<file path="src/rtl/timer_core_pkg.sv">
package timer_core_pkg;
   // Register offsets in data space
   localparam logic [7:0] OFS_SYNC_CTRL = 8'h43;
   localparam logic [7:0] OFS_FLAGS = 8'h37;
   localparam logic [7:0] OFS_MASK = 8'h70;
   localparam logic [7:0] OFS_CTRL_A = 8'hB0;
   localparam logic [7:0] OFS_CTRL_B = 8'hB1;
   localparam logic [7:0] OFS_COUNT = 8'hB2;
   localparam logic [7:0] OFS_CMP_A = 8'hB3;
   localparam logic [7:0] OFS_CMP_B = 8'hB4;
   localparam logic [7:0] OFS_ASYNC = 8'hB6;
   // Field positions
   localparam int POS_HOLD = 7;
   localparam int POS_PSR_ASYNC = 1;
   localparam int POS_PSR_SHARED = 0;
   localparam int POS_WAVE_TWO = 3;
   localparam int POS_ASYNC_SEL = 5;
   localparam int POS_OVF = 0;
   localparam int POS_CMP_A = 1;
   localparam int POS_CMP_B = 2;
   // Reset values and limits
   localparam logic [7:0] RST_VAL = 8'h00;
   localparam logic [7:0] CNT_BOTTOM = 8'h00;
   localparam logic [7:0] CNT_MAX = 8'hFF;
   localparam logic [9:0] PRE_RST = 10'h000;
   // Clock select codes
   localparam logic [2:0] CS_STOP = 3'h0;
   localparam logic [2:0] CS_DIRECT = 3'h1;
   localparam logic [2:0] CS_DIV8 = 3'h2;
   localparam logic [2:0] CS_DIV64 = 3'h3;
   localparam logic [2:0] CS_DIV256 = 3'h4;
   localparam logic [2:0] CS_DIV1024 = 3'h5;
   localparam logic [2:0] CS_EXT_FALL = 3'h6;
   localparam logic [2:0] CS_EXT_RISE = 3'h7;
   // Waveform modes
   localparam logic [2:0] WM_NORMAL = 3'h0;
   localparam logic [2:0] WM_PHASE_MAX = 3'h1;
   localparam logic [2:0] WM_CLEAR_CMP = 3'h2;
   localparam logic [2:0] WM_FAST_MAX = 3'h3;
   localparam logic [2:0] WM_PHASE_CMP = 3'h5;
   localparam logic [2:0] WM_FAST_CMP = 3'h7;
endpackage

</file>
<file path="src/rtl/pin_edge_detect.sv">
`timescale 1ns/1ns
`default_nettype none
module pin_edge_detect (
   input wire logic core_clk,
   input wire logic sys_rst,
   input wire logic pin,
   output logic rise,
   output logic fall
);
   typedef struct packed {
      logic s1;
      logic s2;
      logic s3;
   } edge_st_t;
   edge_st_t st_ff;
   edge_st_t nxt_st;

   always_comb begin
      nxt_st.s1 = pin;
      nxt_st.s2 = st_ff.s1;
      nxt_st.s3 = st_ff.s2;
   end

   always_ff @(posedge core_clk) begin
      if (sys_rst) begin
         st_ff <= '0;
      end else begin
         st_ff <= nxt_st;
      end
   end

   assign rise = st_ff.s2 & ~st_ff.s3;
   assign fall = ~st_ff.s2 & st_ff.s3;
endmodule
`default_nettype wire

</file>
<file path="src/rtl/prescaler10.sv">
`timescale 1ns/1ns
`default_nettype none
module prescaler10 (
   input wire logic core_clk,
   input wire logic sys_rst,
   input wire logic clr,
   input wire logic en,
   output logic tap8,
   output logic tap64,
   output logic tap256,
   output logic tap1024
);
   import timer_core_pkg::*;
   typedef struct packed {
      logic [9:0] cnt;
   } pre_st_t;
   pre_st_t st_ff;
   pre_st_t nxt_st;

   always_comb begin
      nxt_st = st_ff;
      if (clr) begin
         nxt_st.cnt = PRE_RST;
      end else if (en) begin
         nxt_st.cnt = st_ff.cnt + 10'h001;
      end
   end

   always_ff @(posedge core_clk) begin
      if (sys_rst) begin
         st_ff.cnt <= PRE_RST;
      end else begin
         st_ff <= nxt_st;
      end
   end

   // Taps fire on the enable that wraps the low bits
   assign tap8 = en & ~clr & (&st_ff.cnt[2:0]);
   assign tap64 = en & ~clr & (&st_ff.cnt[5:0]);
   assign tap256 = en & ~clr & (&st_ff.cnt[7:0]);
   assign tap1024 = en & ~clr & (&st_ff.cnt[9:0]);
endmodule
`default_nettype wire

</file>
<file path="src/rtl/timer_prescaler_counter_core.sv">
`timescale 1ns/1ns
`default_nettype none
module timer_prescaler_counter_core (
   input wire logic core_clk,
   input wire logic sys_rst,
   input wire logic [7:0] cpu_addr,
   input wire logic cpu_wr,
   input wire logic [7:0] cpu_wdata,
   output logic [7:0] cpu_rdata,
   input wire logic ext_count_pin_zero,
   input wire logic crystal_pin_in,
   output logic crystal_pin_out,
   output logic [3:0] shared_taps,
   output logic [2:0] irq,
   output logic at_bottom,
   output logic at_max
);
   import timer_core_pkg::*;

   typedef struct packed {
      logic hold;
      logic psr_async;
      logic psr_shared;
      logic [1:0] wave_lo;
      logic wave_two;
      logic [2:0] cs;
      logic [7:0] cnt;
      logic [7:0] cmp_a;
      logic [7:0] cmp_b;
      logic async_sel;
      logic [2:0] flags;
      logic [2:0] mask;
      logic down;
      logic block;
      logic [7:0] rdata;
      logic [2:0] irq;
      logic bottom;
      logic maxv;
      logic xtal_out;
      logic xtal_s1;
      logic xtal_s2;
      logic [3:0] taps;
   } core_st_t;

   core_st_t st_ff;
   core_st_t nxt_st;

   logic pin_rise, pin_fall, xtal_rise;
   logic a8, a64, a256, a1024, s8, s64, s256, s1024;
   logic base_en, tick, wr_ctrl, wr_cnt;
   logic [2:0] wave_mode_field;
   logic [7:0] top_val;
   logic [2:0] set_flags;

   pin_edge_detect u_pin (
      .core_clk(core_clk),
      .sys_rst(sys_rst),
      .pin(ext_count_pin_zero),
      .rise(pin_rise),
      .fall(pin_fall)
   );

   pin_edge_detect u_xtal (
      .core_clk(core_clk),
      .sys_rst(sys_rst),
      .pin(crystal_pin_in),
      .rise(xtal_rise),
      .fall()
   );

   prescaler10 u_pre_async (
      .core_clk(core_clk),
      .sys_rst(sys_rst),
      .clr(st_ff.psr_async),
      .en(base_en),
      .tap8(a8),
      .tap64(a64),
      .tap256(a256),
      .tap1024(a1024)
   );

   prescaler10 u_pre_shared (
      .core_clk(core_clk),
      .sys_rst(sys_rst),
      .clr(st_ff.psr_shared),
      .en(1'b1),
      .tap8(s8),
      .tap64(s64),
      .tap256(s256),
      .tap1024(s1024)
   );

   assign wr_ctrl = cpu_wr && (cpu_addr == OFS_SYNC_CTRL);
   assign wr_cnt = cpu_wr && (cpu_addr == OFS_COUNT);
   assign wave_mode_field = {st_ff.wave_two, st_ff.wave_lo};
   assign base_en = st_ff.async_sel ? xtal_rise : 1'b1;

   always_comb begin
      top_val = CNT_MAX;
      if (wave_mode_field == WM_CLEAR_CMP || wave_mode_field == WM_PHASE_CMP
          || wave_mode_field == WM_FAST_CMP) begin
         top_val = st_ff.cmp_a;
      end
   end

   always_comb begin
      case (st_ff.cs)
         CS_STOP: tick = 1'b0;
         CS_DIRECT: tick = base_en & ~st_ff.psr_async;
         CS_DIV8: tick = a8;
         CS_DIV64: tick = a64;
         CS_DIV256: tick = a256;
         CS_DIV1024: tick = a1024;
         CS_EXT_FALL: tick = pin_fall;
         CS_EXT_RISE: tick = pin_rise;
         default: tick = 1'b0;
      endcase
   end

   always_comb begin
      nxt_st = st_ff;
      set_flags = 3'h0;
      // Prescaler reset bits
      if (wr_ctrl) begin
         nxt_st.hold = cpu_wdata[POS_HOLD];
         nxt_st.psr_async = cpu_wdata[POS_PSR_ASYNC];
         nxt_st.psr_shared = cpu_wdata[POS_PSR_SHARED];
      end else if (!st_ff.hold) begin
         nxt_st.psr_shared = 1'b0;
         if (!st_ff.async_sel || base_en) begin
            nxt_st.psr_async = 1'b0;
         end
      end
      // Counter sequence on a tick
      if (tick) begin
         nxt_st.block = 1'b0;
         if (!st_ff.block && st_ff.cnt == st_ff.cmp_a) begin
            set_flags[POS_CMP_A] = 1'b1;
         end
         if (!st_ff.block && st_ff.cnt == st_ff.cmp_b) begin
            set_flags[POS_CMP_B] = 1'b1;
         end
         case (wave_mode_field)
            WM_CLEAR_CMP, WM_FAST_MAX, WM_FAST_CMP: begin
               if (st_ff.cnt == top_val) begin
                  nxt_st.cnt = CNT_BOTTOM;
               end else begin
                  nxt_st.cnt = st_ff.cnt + 8'h01;
               end
               if (wave_mode_field != WM_CLEAR_CMP
                   && st_ff.cnt == top_val) begin
                  set_flags[POS_OVF] = 1'b1;
               end
               if (wave_mode_field == WM_CLEAR_CMP && st_ff.cnt == CNT_MAX) begin
                  set_flags[POS_OVF] = 1'b1;
               end
            end
            WM_PHASE_MAX, WM_PHASE_CMP: begin
               if (!st_ff.down) begin
                  if (st_ff.cnt == top_val) begin
                     nxt_st.down = 1'b1;
                     nxt_st.cnt = st_ff.cnt - 8'h01;
                  end else begin
                     nxt_st.cnt = st_ff.cnt + 8'h01;
                  end
               end else begin
                  if (st_ff.cnt == CNT_BOTTOM) begin
                     nxt_st.down = 1'b0;
                     nxt_st.cnt = st_ff.cnt + 8'h01;
                     set_flags[POS_OVF] = 1'b1;
                  end else begin
                     nxt_st.cnt = st_ff.cnt - 8'h01;
                  end
               end
            end
            default: begin
               nxt_st.cnt = st_ff.cnt + 8'h01;
               if (st_ff.cnt == CNT_MAX) begin
                  set_flags[POS_OVF] = 1'b1;
               end
            end
         endcase
      end
      // CPU writes
      if (cpu_wr) begin
         case (cpu_addr)
            OFS_CTRL_A: nxt_st.wave_lo = cpu_wdata[1:0];
            OFS_CTRL_B: begin
               nxt_st.cs = cpu_wdata[2:0];
               nxt_st.wave_two = cpu_wdata[POS_WAVE_TWO];
            end
            OFS_COUNT: begin
               nxt_st.cnt = cpu_wdata;
               nxt_st.block = 1'b1;
            end
            OFS_CMP_A: nxt_st.cmp_a = cpu_wdata;
            OFS_CMP_B: nxt_st.cmp_b = cpu_wdata;
            OFS_ASYNC: nxt_st.async_sel = cpu_wdata[POS_ASYNC_SEL];
            OFS_MASK: nxt_st.mask = cpu_wdata[2:0];
            default: nxt_st.mask = st_ff.mask;
         endcase
      end
      // Flags: write one clears, a new event wins
      if (cpu_wr && cpu_addr == OFS_FLAGS) begin
         nxt_st.flags = (st_ff.flags & ~cpu_wdata[2:0]) | set_flags;
      end else begin
         nxt_st.flags = st_ff.flags | set_flags;
      end
      nxt_st.irq = st_ff.flags & st_ff.mask;
      nxt_st.bottom = (st_ff.cnt == CNT_BOTTOM);
      nxt_st.maxv = (st_ff.cnt == CNT_MAX);
      // Crystal pin passes two flops before the inverter
      nxt_st.xtal_s1 = crystal_pin_in;
      nxt_st.xtal_s2 = st_ff.xtal_s1;
      nxt_st.xtal_out = ~st_ff.xtal_s2;
      nxt_st.taps = {s1024, s256, s64, s8};
      // Read data
      case (cpu_addr)
         OFS_SYNC_CTRL: nxt_st.rdata = {st_ff.hold, 5'h00, st_ff.psr_async,
                                        st_ff.psr_shared};
         OFS_CTRL_A: nxt_st.rdata = {6'h00, st_ff.wave_lo};
         OFS_CTRL_B: nxt_st.rdata = {4'h0, st_ff.wave_two, st_ff.cs};
         OFS_COUNT: nxt_st.rdata = st_ff.cnt;
         OFS_CMP_A: nxt_st.rdata = st_ff.cmp_a;
         OFS_CMP_B: nxt_st.rdata = st_ff.cmp_b;
         OFS_ASYNC: nxt_st.rdata = {2'h0, st_ff.async_sel, 5'h00};
         OFS_FLAGS: nxt_st.rdata = {5'h00, st_ff.flags};
         OFS_MASK: nxt_st.rdata = {5'h00, st_ff.mask};
         default: nxt_st.rdata = RST_VAL;
      endcase
   end

   always_ff @(posedge core_clk) begin
      if (sys_rst) begin
         st_ff <= '0;
      end else begin
         st_ff <= nxt_st;
      end
   end

   assign cpu_rdata = st_ff.rdata;
   assign crystal_pin_out = st_ff.xtal_out;
   assign shared_taps = st_ff.taps;
   assign irq = st_ff.irq;
   assign at_bottom = st_ff.bottom;
   assign at_max = st_ff.maxv;

   property p_write_wins;
      @(posedge core_clk) disable iff (sys_rst)
      wr_cnt |=> st_ff.cnt == $past(cpu_wdata);
   endproperty
   a_write_wins: assert property (p_write_wins)
      else $error("counter write lost");

   property p_stopped;
      @(posedge core_clk) disable iff (sys_rst)
      (st_ff.cs == CS_STOP && !wr_cnt) |=> $stable(st_ff.cnt);
   endproperty
   a_stopped: assert property (p_stopped)
      else $error("counter moved while stopped");

   property p_hold_keeps;
      @(posedge core_clk) disable iff (sys_rst)
      (st_ff.hold && !wr_ctrl)
         |=> $stable({st_ff.psr_async, st_ff.psr_shared});
   endproperty
   a_hold_keeps: assert property (p_hold_keeps)
      else $error("reset bits changed under hold");

   property p_release;
      @(posedge core_clk) disable iff (sys_rst)
      (!st_ff.hold && !wr_ctrl) |=> !st_ff.psr_shared;
   endproperty
   a_release: assert property (p_release)
      else $error("shared reset bit not cleared");

   property p_async_sync_mode;
      @(posedge core_clk) disable iff (sys_rst)
      (!st_ff.hold && !wr_ctrl && !st_ff.async_sel) |=> !st_ff.psr_async;
   endproperty
   a_async_sync_mode: assert property (p_async_sync_mode)
      else $error("async reset bit not cleared");

   property p_async_pending;
      @(posedge core_clk) disable iff (sys_rst)
      (st_ff.async_sel && st_ff.psr_async && !base_en && !wr_ctrl)
         |=> st_ff.psr_async;
   endproperty
   a_async_pending: assert property (p_async_pending)
      else $error("async reset bit dropped early");

   property p_normal_wrap;
      @(posedge core_clk) disable iff (sys_rst)
      (tick && wave_mode_field == WM_NORMAL && st_ff.cnt == CNT_MAX && !wr_cnt)
         |=> (st_ff.cnt == CNT_BOTTOM) && st_ff.flags[POS_OVF];
   endproperty
   a_normal_wrap: assert property (p_normal_wrap)
      else $error("normal wrap wrong");

   property p_ctc_clear;
      @(posedge core_clk) disable iff (sys_rst)
      (tick && wave_mode_field == WM_CLEAR_CMP && st_ff.cnt == st_ff.cmp_a
       && !cpu_wr) |=> st_ff.cnt == CNT_BOTTOM;
   endproperty
   a_ctc_clear: assert property (p_ctc_clear)
      else $error("clear on compare missed");

   property p_cmp_flag;
      @(posedge core_clk) disable iff (sys_rst)
      (tick && !st_ff.block && st_ff.cnt == st_ff.cmp_b)
         |=> st_ff.flags[POS_CMP_B];
   endproperty
   a_cmp_flag: assert property (p_cmp_flag)
      else $error("compare flag b not set");

   property p_ext_rise;
      @(posedge core_clk) disable iff (sys_rst)
      (st_ff.cs == CS_EXT_RISE && pin_rise && wave_mode_field == WM_NORMAL
       && !wr_cnt) |=> st_ff.cnt == 8'($past(st_ff.cnt) + 8'h01);
   endproperty
   a_ext_rise: assert property (p_ext_rise)
      else $error("rising pin edge not counted");

   property p_irq_gate;
      @(posedge core_clk) disable iff (sys_rst)
      ##1 st_ff.irq == ($past(st_ff.flags) & $past(st_ff.mask));
   endproperty
   a_irq_gate: assert property (p_irq_gate)
      else $error("interrupt gating wrong");

   property p_bottom;
      @(posedge core_clk) disable iff (sys_rst)
      (st_ff.cnt == CNT_BOTTOM) |=> at_bottom;
   endproperty
   a_bottom: assert property (p_bottom)
      else $error("bottom not signalled");
endmodule
`default_nettype wire

</file>
<file path="config.mk">
export PLATFORM = sky130hd
export DESIGN_NAME = timer_prescaler_counter_core
export DESIGN_NICKNAME = d
export VERILOG_FILES = /design/src/rtl/timer_core_pkg.sv /design/src/rtl/pin_edge_detect.sv /design/src/rtl/prescaler10.sv /design/src/rtl/timer_prescaler_counter_core.sv
export SDC_FILE = /design/constraint.sdc
export NUM_CORES = 1
export LEC_CHECK = 0
export ABC_AREA = 1
export ABC_CLOCK_PERIOD_IN_PS = 1950
export BUFFER_PORTS_ARGS = -buffer_cell sky130_fd_sc_hd__buf_2
export CAP_MARGIN = 30
export CORE_UTILIZATION = 52
export CTS_CLUSTER_SIZE = 16
export DETAILED_ROUTE_END_ITERATION = 10
export GPL_TIMING_DRIVEN = 1
export PLACE_DENSITY = 0.71
export SKIP_LAST_GASP = 1
export SYNTH_ARGS = -nofsm -noshare
export SYNTH_HDL_FRONTEND = slang
export SYNTH_HIERARCHICAL = 1
export SYNTH_SLANG_ARGS = --single-unit
</file>
<file path="constraint.sdc">
create_clock -name core_clk -period 1.95 [get_ports core_clk]
set_input_delay 0.0975 -clock core_clk [delete_from_list [all_inputs] [get_ports core_clk]]
set_output_delay 0.0975 -clock core_clk [all_outputs]
set_load 0.05 [all_outputs]
</file>
==> impl_results.md, run 1 <==
- Final Util: between 60% and 70%
- Seq. cell area: 1770 um2
- Area Growth Syn to Fin: 13.0%
- Total core area: 9200 um2
- Switch share: 26.8%
- CP required: 2.25 ns
- Num rows: 35
- DRC: 0
- CTS tree: built
- Clock Path Buffers: 2
- Root buf cell: clkbuf_8
- Clock latency on the worst-skew pair: 0.37 ns
- Final WL: 13300 um
- Worst Path Arrival: roughly 2.3 ns
- Port Buffers: 38
- Total gr overflow: 0
- Status: complete, but fails checks
- Die ar.: between 9000 and 10000 um2
- Power consumption: 3.28 mW
- Io pins: 39
- Final Hold Viols: 0
- Drt first pass iters: 5
- Worst-Margin Slew: between 0.5 and 0.6 ns
- Leakage: approximately 2.4 nW
- CP Capture Type: flip-flop
- Initial Utilization: 53.2%
- Vias in the first global route: 4393
- Net Count, Synth: around 720
- Wire length of the first global-routing pass: between 20000 and 25000 um
- Setup CP Type: flip-flop to flip-flop
- Post-DRT Antenna Nets: 0
- Clock Pin Slew Worst Setup and Hold Paths: 0.10 ns
- Switch Pwr: 0.878 mW
- Final setup violation count: 1
- Initial drt markers: 292
- Element type at the critical path start: flip-flop
- Initial antenna violation count: 0
- Fillers: 846
- Post-Synthesis Cells: 690
- H-tree Lvls: 3
- Sink Count: 88
- Crit path time final: 1.97 ns
- Crit-path max FO: 7
- Worst min path class: input port to flip-flop
- Die width: slightly below 100 um
- Post-layout worst setup margin: -0.0212 ns
- Routability cong.: approximately 0.9
- Vias per cell: 5.41
- Failing checks: setup timing
- Routed length per instance: about 15 um
- Layout cell share with drive strength beyond 1: 23.9%
- Pre-CTS WS: -0.0926 ns
- RSZ-0062 raised after global routing: yes
- Setup Skew: 0.0144 ns
- Cell Int Power: roughly 2.4 mW
- Layout Nets: 769
- Inserted Diodes: 0
- Hold_ws: 0.0402 ns
- Power per cell area: 592 nW/um2
- Peak VDD IR: around 0.00048 V
- Max cap viols: 0
- Clock share of power: 37.7%
- Tcrit/Tclk final: 101%
- DR vias: 4636
- Average cell area after synthesis: 7.09 um2
- GRT Util Overall: 27.9%
- Cell Area, Synth: 4890 um2
- Max_slew headroom: around 65%
- Fmax: 0.507 GHz
- Num CTS Buffers: 9
- Reg power frac: about 56%
- Comb pwr share: 6.4%
- Multi-input gate area: 2540 um2
- Hpwl dp: 10100 um
- Largest net degree at the start of global routing: 22
- Die height: 99.0 um
- Final Max Tran Viols: 0
- Yosys warnings: 6
[flip-flops by register name, indices dropped and copies added (netlist names)]
register,count
st_ff,43
at_bottom,1
u_xtal/st_ff,1
u_xtal/nxt_st,2
u_pre_shared/st_ff,10
crystal_pin_out,1
at_max,1
nxt_st,1
u_pin/st_ff,1
u_pre_async/st_ff,10
u_pin/nxt_st,2
irq,3
shared_taps,4
cpu_rdata,8
[repair_timing]
item / CTS / global route
endpoints found under the hold margin: 3 / 0
hold buffers: 2 / 0
resized for setup: 6 / 20
setup endpoints to repair: 9 / 12
setup buffers: 0 / 1
pin swaps: 2 / 3
[cell usage in the layout (no fill, tap or decap), types with 3 or more instances in the layout]
cell / instances
a211oi_1: 3
a21oi_1: 53
a21oi_2: 5
a221oi_1: 3
buf_2: 38
buf_4: 34
clkbuf_8: 10
dfxtp_1: 83
dfxtp_2: 5
ha_1: 6
inv_1: 88
inv_2: 19
inv_6: 3
nand2_1: 110
nand2_2: 13
nand2_4: 4
nand3_1: 32
nand3_2: 7
nand4_1: 18
nor2_1: 72
nor2_2: 12
nor2_4: 5
nor3_1: 7
nor3_2: 5
nor4_1: 3
o21ai_0: 42
o21ai_1: 6
o221ai_1: 3
o22ai_1: 12
xnor2_1: 7
xor2_1: 7
[critical path, stage by stage (launching register included)]
cell and delay [ns]:
dfxtp_2 0.34, ha_2 0.19, nand3_2 0.11, nor2_4 0.12, inv_2 0.05, nor3_2 0.10, nor2_1 0.05, nor2_1 0.08
o21ai_1 0.07, nand3_1 0.08, nand2_2 0.07, buf_6 0.14, nor2_4 0.14, nand3_2 0.11, nand3_2 0.09, nand2_2 0.05
a21oi_2 0.10
[metal layers]
| metal | part of all wire (%) | global-route usage [%] | vias up |
|---|---|---|---|
| met3 | 7.2 | 6.45 | 39 |
| met2 | 46 | 45.3 | 169 |
| met5 | 0 | 0 | - |
| met1 | 44 | 35.3 | 2100 |
| li1 | - | - | 2328 |
| met4 | 3.5 | 12.3 | 0 |
[power groups by stage]
stage               combinational (mW)  clock, mW  sequential, mW
detailed placement               0.201          0            1.87
floorplan                        0.108          0            1.88
global placement                 0.195          0            1.87
CTS                              0.205       1.25            1.83
finish                           0.210       1.24            1.83
global route                     0.230       1.33            1.83
[worst paths after layout]
check,from,end,slack [ns],cells after the start
max,u_pre_async/st_ff[0]$_SDFFE_PP0P_,st_ff[46]$_SDFF_PP0_,-0.02,16
min,sys_rst,shared_taps[0]$_SDFF_PP0_,0.04,2
max reg2reg,u_pre_async/st_ff[0]$_SDFFE_PP0P_,st_ff[46]$_SDFF_PP0_,-0.02,16
min reg2reg,st_ff[4]$_SDFF_PP0_,crystal_pin_out$_SDFF_PP0_,0.39,1
[layout make-up]
cell class	count	share of cell area, %
clock buffer	10	2.49
sequential	88	32.0
multi-input combinational	458	46.0
tap	111	2.51
inverter	109	7.49
timing repair buffer	75	8.62
clock inverter	6	0.905
[stage by stage]
stage | area [um2] | TNS [ns] | instances
4_1_cts | 5460 | -0.131 | 856
3_5_place_dp | 5240 | -0.237 | 838
2_1_floorplan | 4910 | -0.0268 | 690
5_1_grt | 5530 | -1.58 | 857
6_report | 5530 | -0.0212 | 857
3_3_place_gp | 5240 | -0.00463 | 838
(Power assumes the default switching activity.)
==> inputs of run 2 (changes only) <==
--- a/config.mk
+++ b/config.mk
@@ -14,6 +14,7 @@
 export DETAILED_ROUTE_END_ITERATION = 10
 export GPL_TIMING_DRIVEN = 1
 export PLACE_DENSITY = 0.71
+export SETUP_SLACK_MARGIN = 0.1
 export SKIP_LAST_GASP = 1
 export SYNTH_ARGS = -nofsm -noshare
 export SYNTH_HDL_FRONTEND = slang
==> run 2 against run 1 <==
Net effect: critical endpoint is now st_ff[45]$_SDFF_PP0_; the flow now finishes without violations; largest cell class unchanged; maximum frequency is 2.9% higher; die area is the same; clock skew up 0.0023 ns; critical path type unchanged; cell area grew 0.75%; highest routed layer unchanged.
==> impl_results.md, run 2 (synthesis results as in run 1) <==
- Sink Count: 88 (unchanged)
- Vias in the first global route: 4252 (-3.2%)
- Drt first pass iters: 5 (unchanged)
- Status: finished clean
- Cell Area, Placed: 5230 um2 (about the same)
- Final Util: 60.6% (+0.45 points)
- CTS tree: built
- Layout Nets: 768 (-0.13%)
- Final setup violation count: 0 (-1)
- Total gr overflow: 0 (unchanged)
- Setup CP Type: flip-flop to flip-flop
- Crit-path cells: inv_2, nor2_1, inv_1, nand2_2, nand3_4, nor2_4, inv_2, nor3_2, nor2_1, nor2_1, o21ai_1, nand3_1, nand2_4, inv_4, buf_4, nand3_2, a211oi_2
- Max reg flops: 43 (unchanged)
- Crit-path max FO: 6 (-1)
- GRT Util Overall: 27.4% (-0.45 points)
- Clock Pin Slew Worst Setup and Hold Paths: 0.10 ns (about the same)
- Worst min path class: input port to flip-flop
- CP required: 2.24 ns (about the same)
- Global-route met1 utilization: 35.6% (+0.30 points)
- Initial antenna violation count: 0 (unchanged)
- H-tree Lvls: 3 (unchanged)
- Most frequent cells in the layout: nand2_1 (112), inv_1 (88), dfxtp_1 (82)
- CP max-delay cell: dfxtp_2
- Setup Skew: 0.0166 ns (+0.00226 ns)
- Layer with the highest usage: met2
- Num CTS Buffers: 9 (unchanged)
- Seq. cell area: 1770 um2 (about the same)
- Tcrit/Tclk final: 98.2% (-2.9 points)
- CP most frequent cell: nor2_1
- Worst Path Arrival: 2.20 ns (-0.07 ns)
- Vias per cell: 5.44 (+0.59%)
- Wire length of the first global-routing pass: 20800 um (-2.0%)
- Area Growth Syn to Fin: 13.9%
- Die width: 99.0 um (unchanged)
- Largest net degree at the start of global routing: 30 (+36%)
- Most common cell after layout, fill and taps aside: nand2_1
- DRC: 0 (unchanged)
- Clock latency on the worst-skew pair: 0.36 ns (about the same)
- Post-DRT Antenna Nets: 0 (unchanged)
- Inserted Diodes: 0 (unchanged)
- Port Buffers: 38 (unchanged)
- Final Max Tran Viols: 0 (unchanged)
- Element type at the critical path start: flip-flop
- Peak VDD IR: 0.000536 V (+12%)
- Num rows: 35 (unchanged)
- RSZ-0062 raised after global routing: yes
- DR vias: 4658 (+0.47%)
- Root buf cell: clkbuf_8
- Final Hold Viols: 0 (unchanged)
- GR Util met2: 46.6% (+1.3 points)
- Max cap viols: 0 (unchanged)
- Biggest regs: st_ff (43), u_pre_async/st_ff (10), u_pre_shared/st_ff (10)
- Routed length per instance: 15.3 um (-1.3%)
- Routability cong.: 0.962 (+4.6%)
- Post-route cell area: 5570 um2 (+0.75%)
- Crit path time final: 1.92 ns (-0.0557 ns)
- Die ar.: 9800 um2 (unchanged)
- Clock Path Buffers: 2 (unchanged)
- Die height: 99.0 um (unchanged)
- Register with the most flip-flops: st_ff
- Initial drt markers: 297 (+1.7%)
- Hpwl dp: 9790 um (-3.3%)
- Io pins: 39 (unchanged)
- Fillers: 873 (+3.2%)
- Total core area: 9200 um2 (unchanged)
- Fmax: 0.522 GHz (+2.9%)
- M3 GR Usage: 4.04% (-2.4 points)
- Layout cell share with drive strength beyond 1: 24.2% (+0.30 points)
- Leakage: 2.42 nW (-0.28%)
- CP Capture Type: flip-flop
- Initial Utilization: 53.2% (unchanged)
- CP max stage delay: 0.33 ns (about the same)
- Power per cell area: 598 nW/um2 (+0.92%)
- Multi-input gate area: 2580 um2 (+1.6%)
- Final WL: 13100 um (-1.4%)
-- run 2: cell types whose count changed in the layout (fill, tap and decap cells not counted), moves of 2 or more --
cell,delta
a21oi_1,-5
a21oi_2,+7
a21oi_4,-2
buf_4,-2
clkinv_2,+2
inv_6,-2
nand2_1,+2
nand2_2,-3
nand3_4,+2
nor2_1,+2
nor2_2,-2
-- run 2: per-stage QoR --
step / TNS, ns / setup WS [ns] / hold slack, ns / total power [mW] / instances
after global placement: -0.00635 / -0.00413 / 0.301 / 2.06 / 835
final: 0 / 0.0345 / 0.0357 / 3.33 / 856
after floorplan: 0 / 0.0367 / 0.169 / 1.99 / 690
after CTS: 0 / 0.0393 / 0.0303 / 3.35 / 856
after global routing: -0.985 / -0.153 / 0.0236 / 3.46 / 856
after detailed placement: -0.350 / -0.110 / 0.306 / 2.07 / 835
-- run 2: critical path, delay by kind of cell, from the launching register on --
family | cells | cell delay (ns)
flip-flops | 1 | 0.33
buffers and inverters | 5 | 0.36
AO/OA/AOI/OAI | 2 | 0.29
AND/OR/NAND/NOR | 10 | 0.88
-- run 2: cell type report --
type	count	area share (%)
flip-flops and latches	88	31.8
inverters	109	7.48
clock inverters	6	1.21
well taps	111	2.49
clock buffers	10	2.29
repair buffers	74	8.38
multi-input cells	458	46.4
-- run 2: routing by layer --
metal  wire, um  up-vias
met2       6260      172
met3        791       18
met4        272        0
met1       5750     2135
met5          0        -
li1           -     2333
-- run 2: power by group --
group,leakage [nW],total (mW),switching [mW],internal [mW]
Clock,0.0986,1.29,0.683,0.603
Combinational,1.60,0.212,0.142,0.0699
Sequential,0.714,1.83,0.0163,1.82
Total,2.42,3.33,0.841,2.49
-- run 2: what timing repair did --
item,in CTS,in global routing
pin swaps,5,5
hold buffers,2,0
setup endpoints to repair,12,13
endpoints found under the hold margin,3,0
setup buffers,2,0
gates resized for setup,17,13
gates cloned,1,0
-- run 2: path summary, 6_finish.rpt --
kind                                     from                         end  slack [ns]  depth (start not counted)
setup / recovery  u_xtal/nxt_st[0]$_SDFF_PP0_        st_ff[45]$_SDFF_PP0_        0.03                         17
hold / removal                   cpu_wdata[4]      st_ff[33]$_SDFFE_PP0P_        0.04                          3
setup reg to reg  u_xtal/nxt_st[0]$_SDFF_PP0_        st_ff[45]$_SDFF_PP0_        0.03                         17
hold reg to reg           st_ff[4]$_SDFF_PP0_  crystal_pin_out$_SDFF_PP0_        0.39                          1
